[src/design/fid_pkg.sv]
// package: shared constants for the transmit function-id sideband
`default_nettype none
package fid_pkg;
    // ************************************************************
    // field widths
    // ************************************************************
    localparam int PF_W = 2;
    localparam int VF_W = 11;
    localparam int DCRED_W = 12;
    localparam int HCRED_W = 8;
    localparam int SEL_W = 2;
    localparam int MAX_VFS = 2048;
    localparam int CREDIT_BYTES = 16;
    localparam int SEL_LATENCY = 2;
    // ************************************************************
    // credit class encodings
    // ************************************************************
    localparam logic [1:0] SEL_POSTED = 2'h0;
    localparam logic [1:0] SEL_NONPOSTED = 2'h1;
    localparam logic [1:0] SEL_COMPLETION = 2'h2;
    // ************************************************************
    // reset values
    // ************************************************************
    localparam logic [1:0] PF_RESET = 2'h0;
    localparam logic [10:0] VF_RESET = 11'h000;
    localparam logic [11:0] DCRED_RESET = 12'h000;
    localparam logic [7:0] HCRED_RESET = 8'h00;
    // ************************************************************
    // stream carried through the two-entry buffer: {pf, vf_flag, vf}
    // ************************************************************
    localparam int WORD_W = PF_W + 1 + VF_W;
endpackage
`default_nettype wire

[src/design/fid_if.sv]
// interface: sideband wires between application end and bridge end
`default_nettype none
interface fid_if;
    logic tx_packet_start;
    logic tx_beat_valid;
    logic tx_sink_ready;
    logic [1:0] tx_phys_func_id;
    logic tx_virt_func_flag;
    logic [10:0] tx_virt_func_offset;
    logic [1:0] credit_class_select;
    logic [11:0] data_credit_limit;
    logic [7:0] header_credit_limit;

    modport app (
        output tx_packet_start, tx_beat_valid, tx_phys_func_id,
        output tx_virt_func_flag, tx_virt_func_offset, credit_class_select,
        input tx_sink_ready, data_credit_limit, header_credit_limit
    );
    modport bridge (
        input tx_packet_start, tx_beat_valid, tx_phys_func_id,
        input tx_virt_func_flag, tx_virt_func_offset, credit_class_select,
        output tx_sink_ready, data_credit_limit, header_credit_limit
    );
endinterface
`default_nettype wire

[src/design/fid_skid_buffer.sv]
// module: two-entry valid/ready buffer
`default_nettype none
module fid_skid_buffer #(
    parameter int WIDTH = 14
) (
    // clock and reset
    input wire logic clk,
    input wire logic reset_n,
    input wire logic clk_en,
    // filling side
    input wire logic in_valid,
    output logic in_ready,
    input wire logic [WIDTH-1:0] in_data,
    // draining side
    output logic out_valid,
    input wire logic out_ready,
    output logic [WIDTH-1:0] out_data
);
    logic [WIDTH-1:0] mem [2];
    logic rd_ptr;
    logic wr_ptr;
    logic [1:0] count;
    logic push;
    logic pop;

    // honest full and empty from the occupancy count
    assign in_ready = (count != 2'h2);
    assign out_valid = (count != 2'h0);
    assign out_data = mem[rd_ptr];
    assign push = in_valid && in_ready && clk_en;
    assign pop = out_valid && out_ready && clk_en;

    // storage write, no reset needed on data words
    always_ff @(posedge clk) begin
        if (push) begin
            mem[wr_ptr] <= in_data;
        end
    end

    // pointers and occupancy
    always_ff @(posedge clk or negedge reset_n) begin
        if (!reset_n) begin
            rd_ptr <= 1'b0;
            wr_ptr <= 1'b0;
            count <= 2'h0;
        end else begin
            if (push) begin
                wr_ptr <= ~wr_ptr;
            end
            if (pop) begin
                rd_ptr <= ~rd_ptr;
            end
            if (push && !pop) begin
                count <= count + 2'h1;
            end else if (pop && !push) begin
                count <= count - 2'h1;
            end
        end
    end
endmodule // fid_skid_buffer
`default_nettype wire

[src/design/fid_bridge.sv]
// module: bridge end that captures function ids and reports credit limits
`default_nettype none
// Operation
// - application drives 2-bit physical function id
// - virtual function tlps carry owning pf id
// - capture pf id on start and valid
// - application flags virtual function tlps
// - sample vf flag on start and valid
// - application drives 11-bit vf offset
// - vf offset below count, 2048 max
// - sample offset at start; ignore for pf
// - 12-bit data credit limit, 16-byte units
// - credits follow select two cycles later
// - select 00 posted, 01 np, 10 cpl
// - valid held whole tlp except ready drop
module fid_bridge #(
    parameter int NUM_VFS = 2048
) (
    // clock and reset
    input wire logic clk,
    input wire logic reset_n,
    input wire logic clk_en,
    // link to application
    fid_if.bridge link,
    // credit limits from the flow-control tracker
    input wire logic [11:0] posted_data_credit,
    input wire logic [11:0] nonposted_data_credit,
    input wire logic [11:0] completion_data_credit,
    input wire logic [7:0] posted_header_credit,
    input wire logic [7:0] nonposted_header_credit,
    input wire logic [7:0] completion_header_credit,
    // captured identification towards the header builder
    output logic id_valid,
    input wire logic id_ready,
    output logic [1:0] pkt_phys_func_id,
    output logic pkt_virt_func_flag,
    output logic [10:0] pkt_virt_func_offset,
    output logic [1:0] held_phys_func_id,
    output logic held_virt_func_flag,
    output logic [10:0] held_virt_func_offset,
    output logic offset_range_error
);
    // ************************************************************
    // internal signals
    // ************************************************************
    // capture qualifiers
    logic start_offered;
    logic start_beat;
    logic buf_in_ready;
    // identification word entering and leaving the queue
    logic [10:0] next_offset;
    logic [fid_pkg::WORD_W-1:0] buf_in;
    logic [fid_pkg::WORD_W-1:0] buf_out;
    // range check on the offered offset
    logic offset_too_big;
    // credit pipeline stages
    logic [1:0] sel_d1;
    logic [11:0] data_stage;
    logic [7:0] hdr_stage;

    // ************************************************************
    // decode helpers
    // ************************************************************
    // data limit of one class; the spare code reads zero, never a stale class
    function automatic logic [11:0] data_credit_of(input logic [1:0] sel,
            input logic [11:0] pd, input logic [11:0] nd, input logic [11:0] cd);
        logic [11:0] r;
        r = fid_pkg::DCRED_RESET;
        unique case (sel)
            fid_pkg::SEL_POSTED: r = pd;
            fid_pkg::SEL_NONPOSTED: r = nd;
            fid_pkg::SEL_COMPLETION: r = cd;
            default: r = fid_pkg::DCRED_RESET;
        endcase
        return r;
    endfunction

    // header limit of one class, decoded exactly as the data side
    function automatic logic [7:0] header_credit_of(input logic [1:0] sel,
            input logic [7:0] ph, input logic [7:0] nh, input logic [7:0] ch);
        logic [7:0] r;
        r = fid_pkg::HCRED_RESET;
        unique case (sel)
            fid_pkg::SEL_POSTED: r = ph;
            fid_pkg::SEL_NONPOSTED: r = nh;
            fid_pkg::SEL_COMPLETION: r = ch;
            default: r = fid_pkg::HCRED_RESET;
        endcase
        return r;
    endfunction

    // offsets at or above the attached vf count name no function
    function automatic logic offset_outside(input logic [10:0] off);
        return {21'h0, off} >= 32'(NUM_VFS);
    endfunction

    // ************************************************************
    // identification capture
    // ************************************************************
    // offered on sop with valid
    assign start_offered = link.tx_packet_start && link.tx_beat_valid;
    // taken only when the queue has room
    assign start_beat = start_offered && buf_in_ready;
    // the queue's space is the ready, so a refused start is simply held by the sender
    assign link.tx_sink_ready = buf_in_ready;
    // a pf tlp's offset is ignored and stored as zero
    assign next_offset = link.tx_virt_func_flag ? link.tx_virt_func_offset
                                                : fid_pkg::VF_RESET;
    // only a flagged tlp's offset can be out of range
    assign offset_too_big = link.tx_virt_func_flag
                            && offset_outside(link.tx_virt_func_offset);

    // held pf id persists until the next start beat
    always_ff @(posedge clk or negedge reset_n) begin
        if (!reset_n) begin
            held_phys_func_id <= fid_pkg::PF_RESET;
        end else if (clk_en && start_beat) begin
            held_phys_func_id <= link.tx_phys_func_id;
        end
    end

    // held vf flag, captured on the same beat as the pf id
    always_ff @(posedge clk or negedge reset_n) begin
        if (!reset_n) begin
            held_virt_func_flag <= 1'b0;
        end else if (clk_en && start_beat) begin
            held_virt_func_flag <= link.tx_virt_func_flag;
        end
    end

    // held offset; a pf tlp leaves zero here rather than a stale vf offset
    always_ff @(posedge clk or negedge reset_n) begin
        if (!reset_n) begin
            held_virt_func_offset <= fid_pkg::VF_RESET;
        end else if (clk_en && start_beat) begin
            held_virt_func_offset <= next_offset;
        end
    end

    // sticky error flag for a flagged offset past the vf count
    // only reset clears it, so a one-beat event is never lost
    always_ff @(posedge clk or negedge reset_n) begin
        if (!reset_n) begin
            offset_range_error <= 1'b0;
        end else if (clk_en && start_beat && offset_too_big) begin
            offset_range_error <= 1'b1;
        end
    end

    // ************************************************************
    // per-packet id queue
    // ************************************************************
    // ids packed {pf, flag, offset}, unpacked in the same order below
    assign buf_in = {link.tx_phys_func_id, link.tx_virt_func_flag,
                     next_offset};

    // two entries let a stalled header builder lose no id
    fid_skid_buffer #(.WIDTH(fid_pkg::WORD_W)) u_buf (
        .clk(clk),
        .reset_n(reset_n),
        .clk_en(clk_en),
        .in_valid(start_offered),
        .in_ready(buf_in_ready),
        .in_data(buf_in),
        .out_valid(id_valid),
        .out_ready(id_ready),
        .out_data(buf_out)
    );
    // queued ids towards the header builder
    assign {pkt_phys_func_id, pkt_virt_func_flag, pkt_virt_func_offset} = buf_out;

    // ************************************************************
    // credit limit reporting
    // ************************************************************
    // first stage: select sampled; the value stage behind it gives the two cycles
    always_ff @(posedge clk or negedge reset_n) begin
        if (!reset_n) begin
            sel_d1 <= fid_pkg::SEL_POSTED;
        end else if (clk_en) begin
            sel_d1 <= link.credit_class_select;
        end
    end

    // second stage: data limit of the class held in the first stage
    always_ff @(posedge clk or negedge reset_n) begin
        if (!reset_n) begin
            data_stage <= fid_pkg::DCRED_RESET;
        end else if (clk_en) begin
            data_stage <= data_credit_of(sel_d1,
                posted_data_credit, nonposted_data_credit,
                completion_data_credit);
        end
    end

    // second stage: header limit, kept in step with the data limit
    always_ff @(posedge clk or negedge reset_n) begin
        if (!reset_n) begin
            hdr_stage <= fid_pkg::HCRED_RESET;
        end else if (clk_en) begin
            hdr_stage <= header_credit_of(sel_d1,
                posted_header_credit, nonposted_header_credit,
                completion_header_credit);
        end
    end

    // limits leave straight from the value stage registers
    assign link.data_credit_limit = data_stage;
    assign link.header_credit_limit = hdr_stage;
endmodule // fid_bridge
`default_nettype wire

[src/flat_wrapper.sv]
// flat-port wrapper written by rule: the top's interface ports become plain ports
module fid_bridge_flat 
#(
    parameter int NUM_VFS = 2048
)
  (clk, reset_n, clk_en, posted_data_credit, nonposted_data_credit, completion_data_credit, posted_header_credit, nonposted_header_credit, completion_header_credit, id_valid, id_ready, pkt_phys_func_id, pkt_virt_func_flag, pkt_virt_func_offset, held_phys_func_id, held_virt_func_flag, held_virt_func_offset, offset_range_error, link_tx_packet_start, link_tx_beat_valid, link_tx_phys_func_id, link_tx_virt_func_flag, link_tx_virt_func_offset, link_credit_class_select, link_tx_sink_ready, link_data_credit_limit, link_header_credit_limit);
  fid_if link_i ();
  input wire logic clk;
  input wire logic reset_n;
  input wire logic clk_en;
  input wire logic [11:0] posted_data_credit;
  input wire logic [11:0] nonposted_data_credit;
  input wire logic [11:0] completion_data_credit;
  input wire logic [7:0] posted_header_credit;
  input wire logic [7:0] nonposted_header_credit;
  input wire logic [7:0] completion_header_credit;
  output logic id_valid;
  input wire logic id_ready;
  output logic [1:0] pkt_phys_func_id;
  output logic pkt_virt_func_flag;
  output logic [10:0] pkt_virt_func_offset;
  output logic [1:0] held_phys_func_id;
  output logic held_virt_func_flag;
  output logic [10:0] held_virt_func_offset;
  output logic offset_range_error;
  input wire logic [$bits(link_i.tx_packet_start)-1:0] link_tx_packet_start;
  input wire logic [$bits(link_i.tx_beat_valid)-1:0] link_tx_beat_valid;
  input wire logic [$bits(link_i.tx_phys_func_id)-1:0] link_tx_phys_func_id;
  input wire logic [$bits(link_i.tx_virt_func_flag)-1:0] link_tx_virt_func_flag;
  input wire logic [$bits(link_i.tx_virt_func_offset)-1:0] link_tx_virt_func_offset;
  input wire logic [$bits(link_i.credit_class_select)-1:0] link_credit_class_select;
  output wire logic [$bits(link_i.tx_sink_ready)-1:0] link_tx_sink_ready;
  output wire logic [$bits(link_i.data_credit_limit)-1:0] link_data_credit_limit;
  output wire logic [$bits(link_i.header_credit_limit)-1:0] link_header_credit_limit;
  assign link_i.tx_packet_start = link_tx_packet_start;
  assign link_i.tx_beat_valid = link_tx_beat_valid;
  assign link_i.tx_phys_func_id = link_tx_phys_func_id;
  assign link_i.tx_virt_func_flag = link_tx_virt_func_flag;
  assign link_i.tx_virt_func_offset = link_tx_virt_func_offset;
  assign link_i.credit_class_select = link_credit_class_select;
  assign link_tx_sink_ready = link_i.tx_sink_ready;
  assign link_data_credit_limit = link_i.data_credit_limit;
  assign link_header_credit_limit = link_i.header_credit_limit;
  fid_bridge #(.NUM_VFS(NUM_VFS)) u_core (.clk(clk), .reset_n(reset_n), .clk_en(clk_en), .link(link_i), .posted_data_credit(posted_data_credit), .nonposted_data_credit(nonposted_data_credit), .completion_data_credit(completion_data_credit), .posted_header_credit(posted_header_credit), .nonposted_header_credit(nonposted_header_credit), .completion_header_credit(completion_header_credit), .id_valid(id_valid), .id_ready(id_ready), .pkt_phys_func_id(pkt_phys_func_id), .pkt_virt_func_flag(pkt_virt_func_flag), .pkt_virt_func_offset(pkt_virt_func_offset), .held_phys_func_id(held_phys_func_id), .held_virt_func_flag(held_virt_func_flag), .held_virt_func_offset(held_virt_func_offset), .offset_range_error(offset_range_error));
endmodule
[config.mk]
export PLATFORM = sky130hd
export DESIGN_NAME = fid_bridge_flat
export DESIGN_NICKNAME = d
export VERILOG_FILES = /design/src/design/fid_pkg.sv /design/src/design/fid_if.sv /design/src/design/fid_skid_buffer.sv /design/src/design/fid_bridge.sv /design/src/flat_wrapper.sv
export SDC_FILE = /design/constraint.sdc
export NUM_CORES = 1
export LEC_CHECK = 0
export ABC_AREA = 0
export BUFFER_PORTS_ARGS = -buffer_cell sky130_fd_sc_hd__buf_2
export CORE_UTILIZATION = 51
export DETAILED_ROUTE_END_ITERATION = 8
export PLACE_DENSITY = 0.82
export REMOVE_ABC_BUFFERS = 1
export SLEW_MARGIN = 20
export SYNTH_ARGS = -nofsm -noshare
export SYNTH_HDL_FRONTEND = slang
export SYNTH_SLANG_ARGS = --single-unit
[constraint.sdc]
create_clock -name clk -period 6.35 [get_ports clk]
set_clock_uncertainty 0.05 [all_clocks]
set_input_delay 0.635 -clock clk [delete_from_list [all_inputs] [get_ports clk]]
set_output_delay 0.635 -clock clk [all_outputs]
set_load 0.1 [all_outputs]
; After elaboration in Yosys (flattened, before gate mapping)
; Memories as Yosys holds them, arrays and structs flattened.
; Cells that the tools add are included.
[op_classes]
n_addsub = 2
n_bitwise = 2
muxes = 7
eq_ne = 3
reduce_logical = 12
[ops]
columns = operator, count
row1 = $pmux W12 S3, 1
row2 = $pmux W8 S3, 1
row3 = $mux W11, 1
row4 = $logic_and A1 B1 Y1, 7
row5 = $mux W2, 2
row6 = $reduce_bool A2 Y1, 2
row7 = $add A2 B1 Y2 const B, 1
row8 = $eq A2 B1 Y1 const B, 1
row9 = $eq A2 B2 Y1 const B, 1
row10 = $logic_not A1 Y1, 2
row11 = $logic_not A2 Y1, 1
row12 = $mux W1, 2
row13 = $ne A2 B2 Y1 const B, 1
row14 = $not A1 Y1, 2
row15 = $sub A2 B1 Y2 const B, 1
[totals]
wordCells = 36
inputBits = 82
out_inout_bits = 51
memories = 1
register_bits = 40
mem_bits_rw = 28
[mem_list]
columns = name, depth, width, rd, rd_ports_with_merged_regs, write_ports, line
row1 = u_core.u_buf.mem, 2, 14, 1, 0, 1, fid_skid_buffer.sv:19  ; logic [WIDTH-1:0] mem [2];

; Longest topological paths before layout
; Gate-level depths: netlist of run 1.
[depth]
ltp_word = 7
ltp_mapped = 8
mapped_depth_nobuf = 6

; Cells and area by module
; From an unflattened synthesis of run 1, not the netlist that was laid out.
[unflattened]
hier_cells = 226
hier_area_um2 = 3181.8
[modules_own_cells]
columns = mod, seq_area_each_um2, area_per_inst_um2, n_inst, cells_each
row1 = fid_bridge, 900.9, 1941.9, 1, 165
row2 = fid_skid_buffer, 940.9, 1239.9, 1, 61

; Least setup slack after synthesis of run 1
; Ideal clock, no wire load.
[synth_path]
kind = input to register
start = in clk_en
end = mem u_core.u_buf.mem[0][0] (enable)
t_required_ps = 5914
arrival_ps = 1957
setup_time_ps = 386
path_buffers = 3
path_slack_ps = 3957
cell_stages = 5
path_cell_list = buf_2 > and4_4 > buf_6 > buf_12 > nor2b_1
[synth_via]
elab_chain_len = 3
[synth_rtl]
columns = item, line
row1 = "start, declared", flat_wrapper.sv:10  ; input wire logic clk_en;
row2 = $logic_and A1 B1 Y1, fid_skid_buffer.sv:30  ; assign push = in_valid && in_ready && clk_en;
row3 = net u_core.u_buf.push, fid_skid_buffer.sv:23  ; logic push;
row4 = $mux W1, fid_skid_buffer.sv:35  ; if (push) begin
row5 = $mux W1 (not written as such), fid_skid_buffer.sv:36  ; mem[wr_ptr] <= in_data;
row6 = "end, declared", fid_skid_buffer.sv:19
; The timed path passes the listed nets, and every way through them passes these cells.

; Worst setup path after layout of run 1
[layout_path]
start = reg u_core.u_buf.rd_ptr
end = out pkt_phys_func_id[0]
[layout_via]
elab_chain_len = 1
[layout_rtl]
columns = item, line
row1 = "start, declared", fid_skid_buffer.sv:20  ; logic rd_ptr;
row2 = "start signal, assigned", fid_skid_buffer.sv:51  ; rd_ptr <= ~rd_ptr;
row3 = $mem_v2 Z2 W14, n/a
row4 = "end, declared", flat_wrapper.sv:19  ; output logic [1:0] pkt_phys_func_id;
; No other way between the ends.

==> results of run 1 <==
==> power by group <==
| group | switching [uW] | internal, uW | leakage, uW |
|---|---|---|---|
| clock network | 148 | 242 | 0.000113 |
| logic | 752 | 194 | 0.00101 |
| registers | 74.7 | 537 | 0.000736 |
| total | 975 | 973 | 0.00186 |
==> path summary, 6_finish.rpt <==
check / end / cells past startpoint / slack [ns]
worst max-delay path: pkt_phys_func_id[0] / 2 / 3.85
worst min-delay path: u_core.u_buf.count[1] / 1 / 0.38
worst max register to register: u_core.u_buf.mem[0][2] / 3 / 4.32
worst min register to register: u_core.u_buf.wr_ptr / 1 / 0.46
max in group asynchronous: u_core.sel_d1[0] / 1 / 5.27
min in group clk: u_core.u_buf.wr_ptr / 1 / 0.46
==> cell usage after synthesis (all sizes together) <==
master / count
buf: 8
mux2i: 20
nor2: 21
xnor2: 2
clkbuf: 10
nand2b: 1
dfrtp: 40
a31oi: 20
edfxtp: 28
mux2: 30
conb: 1
and4: 1
and2: 12
xor2: 3
ha: 1
nor2b: 2
or2: 21
nand2: 20
nand3: 1
==> logic make-up (layout without fill, tap and decap cells) <==
kind of cell             Yosys count  count (layout)  share of synthesized area
AND/OR/NAND/NOR                   79              79                      0.130
flip-flops                        68              68                      0.593
multiplexers                      50              50                      0.181
AO/OA/AOI/OAI                     20              20                     0.0403
buffers and inverters             18             148                     0.0367
XOR/XNOR                           5               5                     0.0141
adder cells (fa/ha/maj)            1               1                    0.00403
other                              1               1                    0.00121
==> metrics by stage <==
step	utilization	total power (uW)
after floorplan	-	1410
after global placement	0.637	1560
after detailed placement	0.637	1570
after CTS	0.675	1960
after global routing	0.676	2020
final	0.676	1950
==> state kept, by name (all words and copies together), names as in the netlist <==
name and count:
u_core.link.header_credit_limit 8, u_core.held_virt_func_offset 11, u_core.u_buf.mem 28, u_core.u_buf.wr_ptr 1
u_core.held_virt_func_flag 1, u_core.sel_d1 2, u_core.u_buf.count 2, u_core.link.data_credit_limit 12
u_core.u_buf.rd_ptr 1, u_core.held_phys_func_id 2
==> area by class of cell <==
type | count | area share
timing repair buffer | 132 | 0.167
clock inverter | 4 | 0.0182
tap | 75 | 0.0236
sequential | 68 | 0.463
clock buffer | 12 | 0.0390
multi-input combinational | 156 | 0.289
==> worst max-delay path, cell delays in order (launching register included) <==
cell and delay (ns):
dfrtp_1 0.78, mux2_2 0.42, buf_2 0.29
==> metal layers <==
metal	GRT usage	share of wire
met2	0.354	0.50
met5	0	0
met3	0.0549	0.064
met1	0.253	0.42
met4	0.0857	0.016
==> out/results.tsv, run 1 <==
metric	value	unit
cts-stage hold buffer count	0	
post-synthesis register bit count	68	
DP HPWL	4430	um
crit path launch type	flip-flop	
Inserted Clock Buffers	9	
worst setup path startpoint	u_core.u_buf.rd_ptr	
HP Class	in -> async	
Die Y-Extent	80.0	um
DR WL/cell	13.9	um
GPL Wtd Cong	0.730	
CTS clk-pin slew, worst paths	0.07	ns
Die W	80.0	um
layout cells sized above 1	0.543	
post-placement cell count	431	
CP max FO	15	
clk root buf	clkbuf_8	
TNS Setup	0	ns
post-cts resize count	0	
maximum vdd drop	288	uV
port bufs	131	
worst r2r src	u_core.u_buf.count[0]	
max-cap viol count	0	
fmax	0.400	GHz
Rel. slew slack	0.415	
synth top area cells	dfrtp_1, edfxtp_1, mux2_2, mux2i_1, or2_2	
via/cell ratio	4.91	
most frequent cells in the layout	buf_2, dfrtp_1, edfxtp_1	
unrepaired setup endpoints after global routing	no	
commonest non-fill, non-tap cell in the layout	buf_2	
Least-Margin Pin Slew	0.878	ns
Filler cells	488	
Yosys top cell by area	dfrtp_1	
DIE AREA	0.00640	mm^2
status	complete, but fails checks	
CTS tree	done	
routed via count	2195	
Sink Count	68	
Finished Layout Cells	447	
vias in the first global route	2182	
Core ar.	0.00589	mm^2
CTS H-tree lvls	3	
DP Worst Slack	3.22	ns
Hold Slack	0.377	ns
Final Hold Fails	0	
Ys Warns	0	
Clock Latency Late Sink	0.33	ns
nets	450	
Tcrit/Tclk final	0.394	
WP data required	5.66	ns
drt first pass iters	6	
area of the multi-input gates	0.00115	mm^2
pwr/cell area	490	mW/mm^2
Setup WS post-layout	3.85	ns
# IOs	133	
Pleak	0.00186	uW
post-route ant nets	0	
Seq. cell area	0.00184	mm^2
initial drt markers	66	
largest net degree at the start of global routing	45	
DR DRC count	1	
Final min period	2.50	ns
total grt overflow	0	
Total Routing Usage GR	0.209	
sequential fraction of the synthesis area	0.593	
CP Class	reg -> out	
Critical Path Sink Type	output port	
Mean Syn Cell Area	12.8	um^2
critical path data arrival time	1.82	ns
global-route wire length before repair	9800	um
placed cell area	0.00375	mm^2
initial core utilization	0.527	
DRT Wirelength	6230	um
CTS max path bufs	2	
Gate Count Post-Synth	242	
antenna violations before repair	0	
failing checks	DRC	
distinct cell type count of the synthesized netlist	23	
ANT cells	0	
Final setup viols	0	
Max Slew Vio Count	0	
top cell type's share of synthesized area	0.322	
Syn-to-layout area delta	28.2	%
Mapped Area	0.00310	mm^2
post-CTS setup buffers	0	
# rows	28	
cell area after layout	0.00398	mm^2
No activity file was read; power rests on OpenSTA's default activity.
==> run 2, diff against run 1 <==
- CORE_UTILIZATION: 51 -> 48
- PLACE_DENSITY: 0.82 -> 0.77
- clock period: 6.35 -> 2.6 ns (I/O delays scaled with it)
==> out/results.tsv, run 2 (synthesized netlist as in run 1, its figures left out) <==
metric	value	unit	change
status	finished clean		was complete, but fails checks
WP data required	2.29	ns	was 5.66 ns
ANT cells	0		unchanged
cell area after layout	0.00399	mm^2	was 0.00398 mm^2
DRT Wirelength	6520	um	was 6230 um
CP Class	reg -> out		unchanged
max reg flops	28		unchanged
total grt overflow	0		unchanged
cts-stage hold buffer count	0		unchanged
CP max FO	15		unchanged
Die Y-Extent	82.4	um	was 80.0 um
Critical Path Slowest Stage Cell	dfrtp_1		unchanged
CP Cell Sequence	mux2_2 -> buf_2		unchanged
Pleak	0.00187	uW	was 0.00186 uW
Die W	82.4	um	was 80.0 um
Total Routing Usage GR	0.199		was 0.209
DP HPWL	4680	um	was 4430 um
Sink Count	68		unchanged
DR WL/cell	14.5	um	was 13.9 um
post-route ant nets	0		unchanged
CTS max path bufs	2		unchanged
post-CTS setup buffers	0		unchanged
most frequent cells in the layout	buf_2, dfrtp_1, edfxtp_1		unchanged
fmax	0.471	GHz	
crit path launch type	flip-flop		unchanged
largest register by flop count	u_core.u_buf.mem		unchanged
global-route wire length before repair	9750	um	was 9800 um
GPL Wtd Cong	0.712		was 0.730
placed cell area	0.00377	mm^2	was 0.00375 mm^2
nets	453		was 450
# IOs	133		unchanged
Critical path buffers and inverters	1		unchanged
Critical Path Sink Type	output port		unchanged
post-cts resize count	0		unchanged
worst setup path startpoint	u_core.u_buf.rd_ptr		unchanged
maximum vdd drop	775	uV	was 288 uV
initial drt markers	71		was 66
DR DRC count	0		was 1
Final min period	2.12	ns	
CTS tree	done		unchanged
crit-path max cell delay	0.76	ns	was 0.78 ns
clk root buf	clkbuf_8		unchanged
Final setup viols	0		unchanged
# rows	28		unchanged
antenna violations before repair	0		unchanged
critical path data arrival time	1.81	ns	was 1.82 ns
drt first pass iters	4		was 6
CTS H-tree lvls	3		unchanged
Final Util	0.654		was 0.676
worst r2r src	u_core.u_buf.count[0]		unchanged
Syn-to-layout area delta	28.5	%	was 28.2%
Least-Margin Pin Slew	0.898	ns	was 0.878 ns
crit-path leading delay family	flip-flops		unchanged
unrepaired setup endpoints after global routing	no		unchanged
vias in the first global route	2151		was 2182
port bufs	131		unchanged
Inserted Clock Buffers	9		unchanged
max-cap viol count	0		unchanged
DIE AREA	0.00679	mm^2	was 0.00640 mm^2
pwr/cell area	1190	mW/mm^2	was 490 mW/mm^2
Clock Latency Late Sink	0.33	ns	about the same
Tcrit/Tclk final	0.817		
Tot Pwr	4740	uW	was 1950 uW
Max Slew Vio Count	0		unchanged
Final Hold Fails	0		unchanged
Core ar.	0.00610	mm^2	was 0.00589 mm^2
TNS Setup	0	ns	unchanged
CTS clk-pin slew, worst paths	0.07	ns	about the same
Rel. slew slack	0.402		was 0.415
via/cell ratio	4.96		was 4.91
HP Class	in -> async		unchanged
initial core utilization	0.509		was 0.527
largest net degree at the start of global routing	44		was 45
layout cells sized above 1	0.539		was 0.543
commonest non-fill, non-tap cell in the layout	buf_2		unchanged
routed via count	2231		was 2195
run 2: metal layers:
layer / track usage / share of wire / up-vias
li1: - / - / 1093
met4: 0.0965 / 0.0041 / 0
met2: 0.338 / 0.49 / 98
met5: 0 / 0 / -
met3: 0.0659 / 0.092 / 2
met1: 0.225 / 0.42 / 1038
run 2: path summary, 6_finish.rpt:
| check | cells past startpoint | slack [ns] | endpoint |
|---|---|---|---|
| worst max-delay path | 2 | 0.48 | pkt_virt_func_offset[5] |
| worst min-delay path | 1 | 0.008 | u_core.link.data_credit_limit[0] |
| worst max register to register | 3 | 0.61 | u_core.u_buf.mem[1][3] |
| worst min register to register | 1 | 0.43 | u_core.u_buf.wr_ptr |
| max in group asynchronous | 1 | 1.93 | u_core.held_virt_func_offset[3] |
| min in group clk | 1 | 0.08 | u_core.u_buf.mem[1][12] |
run 2: power breakdown:
part	total (uW)	internal, uW	switching [uW]
Clock	935	566	370
Sequential	1470	1310	161
Combinational	2330	477	1850
Total	4740	2350	2380
run 2: area by class of cell:
type,instances,area [um^2]
timing repair buffer,135,686
clock inverter,4,72.6
clock buffer,12,145
tap,75,93.8
fill,509,2110
multi-input combinational,156,1150
sequential,68,1840
run 2: stage by stage:
step                instances  setup slack (ns)  hold slack, ns
floorplan                 224             0.299         -0.0856
global placement          434             0.639           0.388
detailed placement        434             0.597           0.397
CTS                       450             0.436          0.0284
global route              450             0.369          0.0750
finish                    450             0.477         0.00773
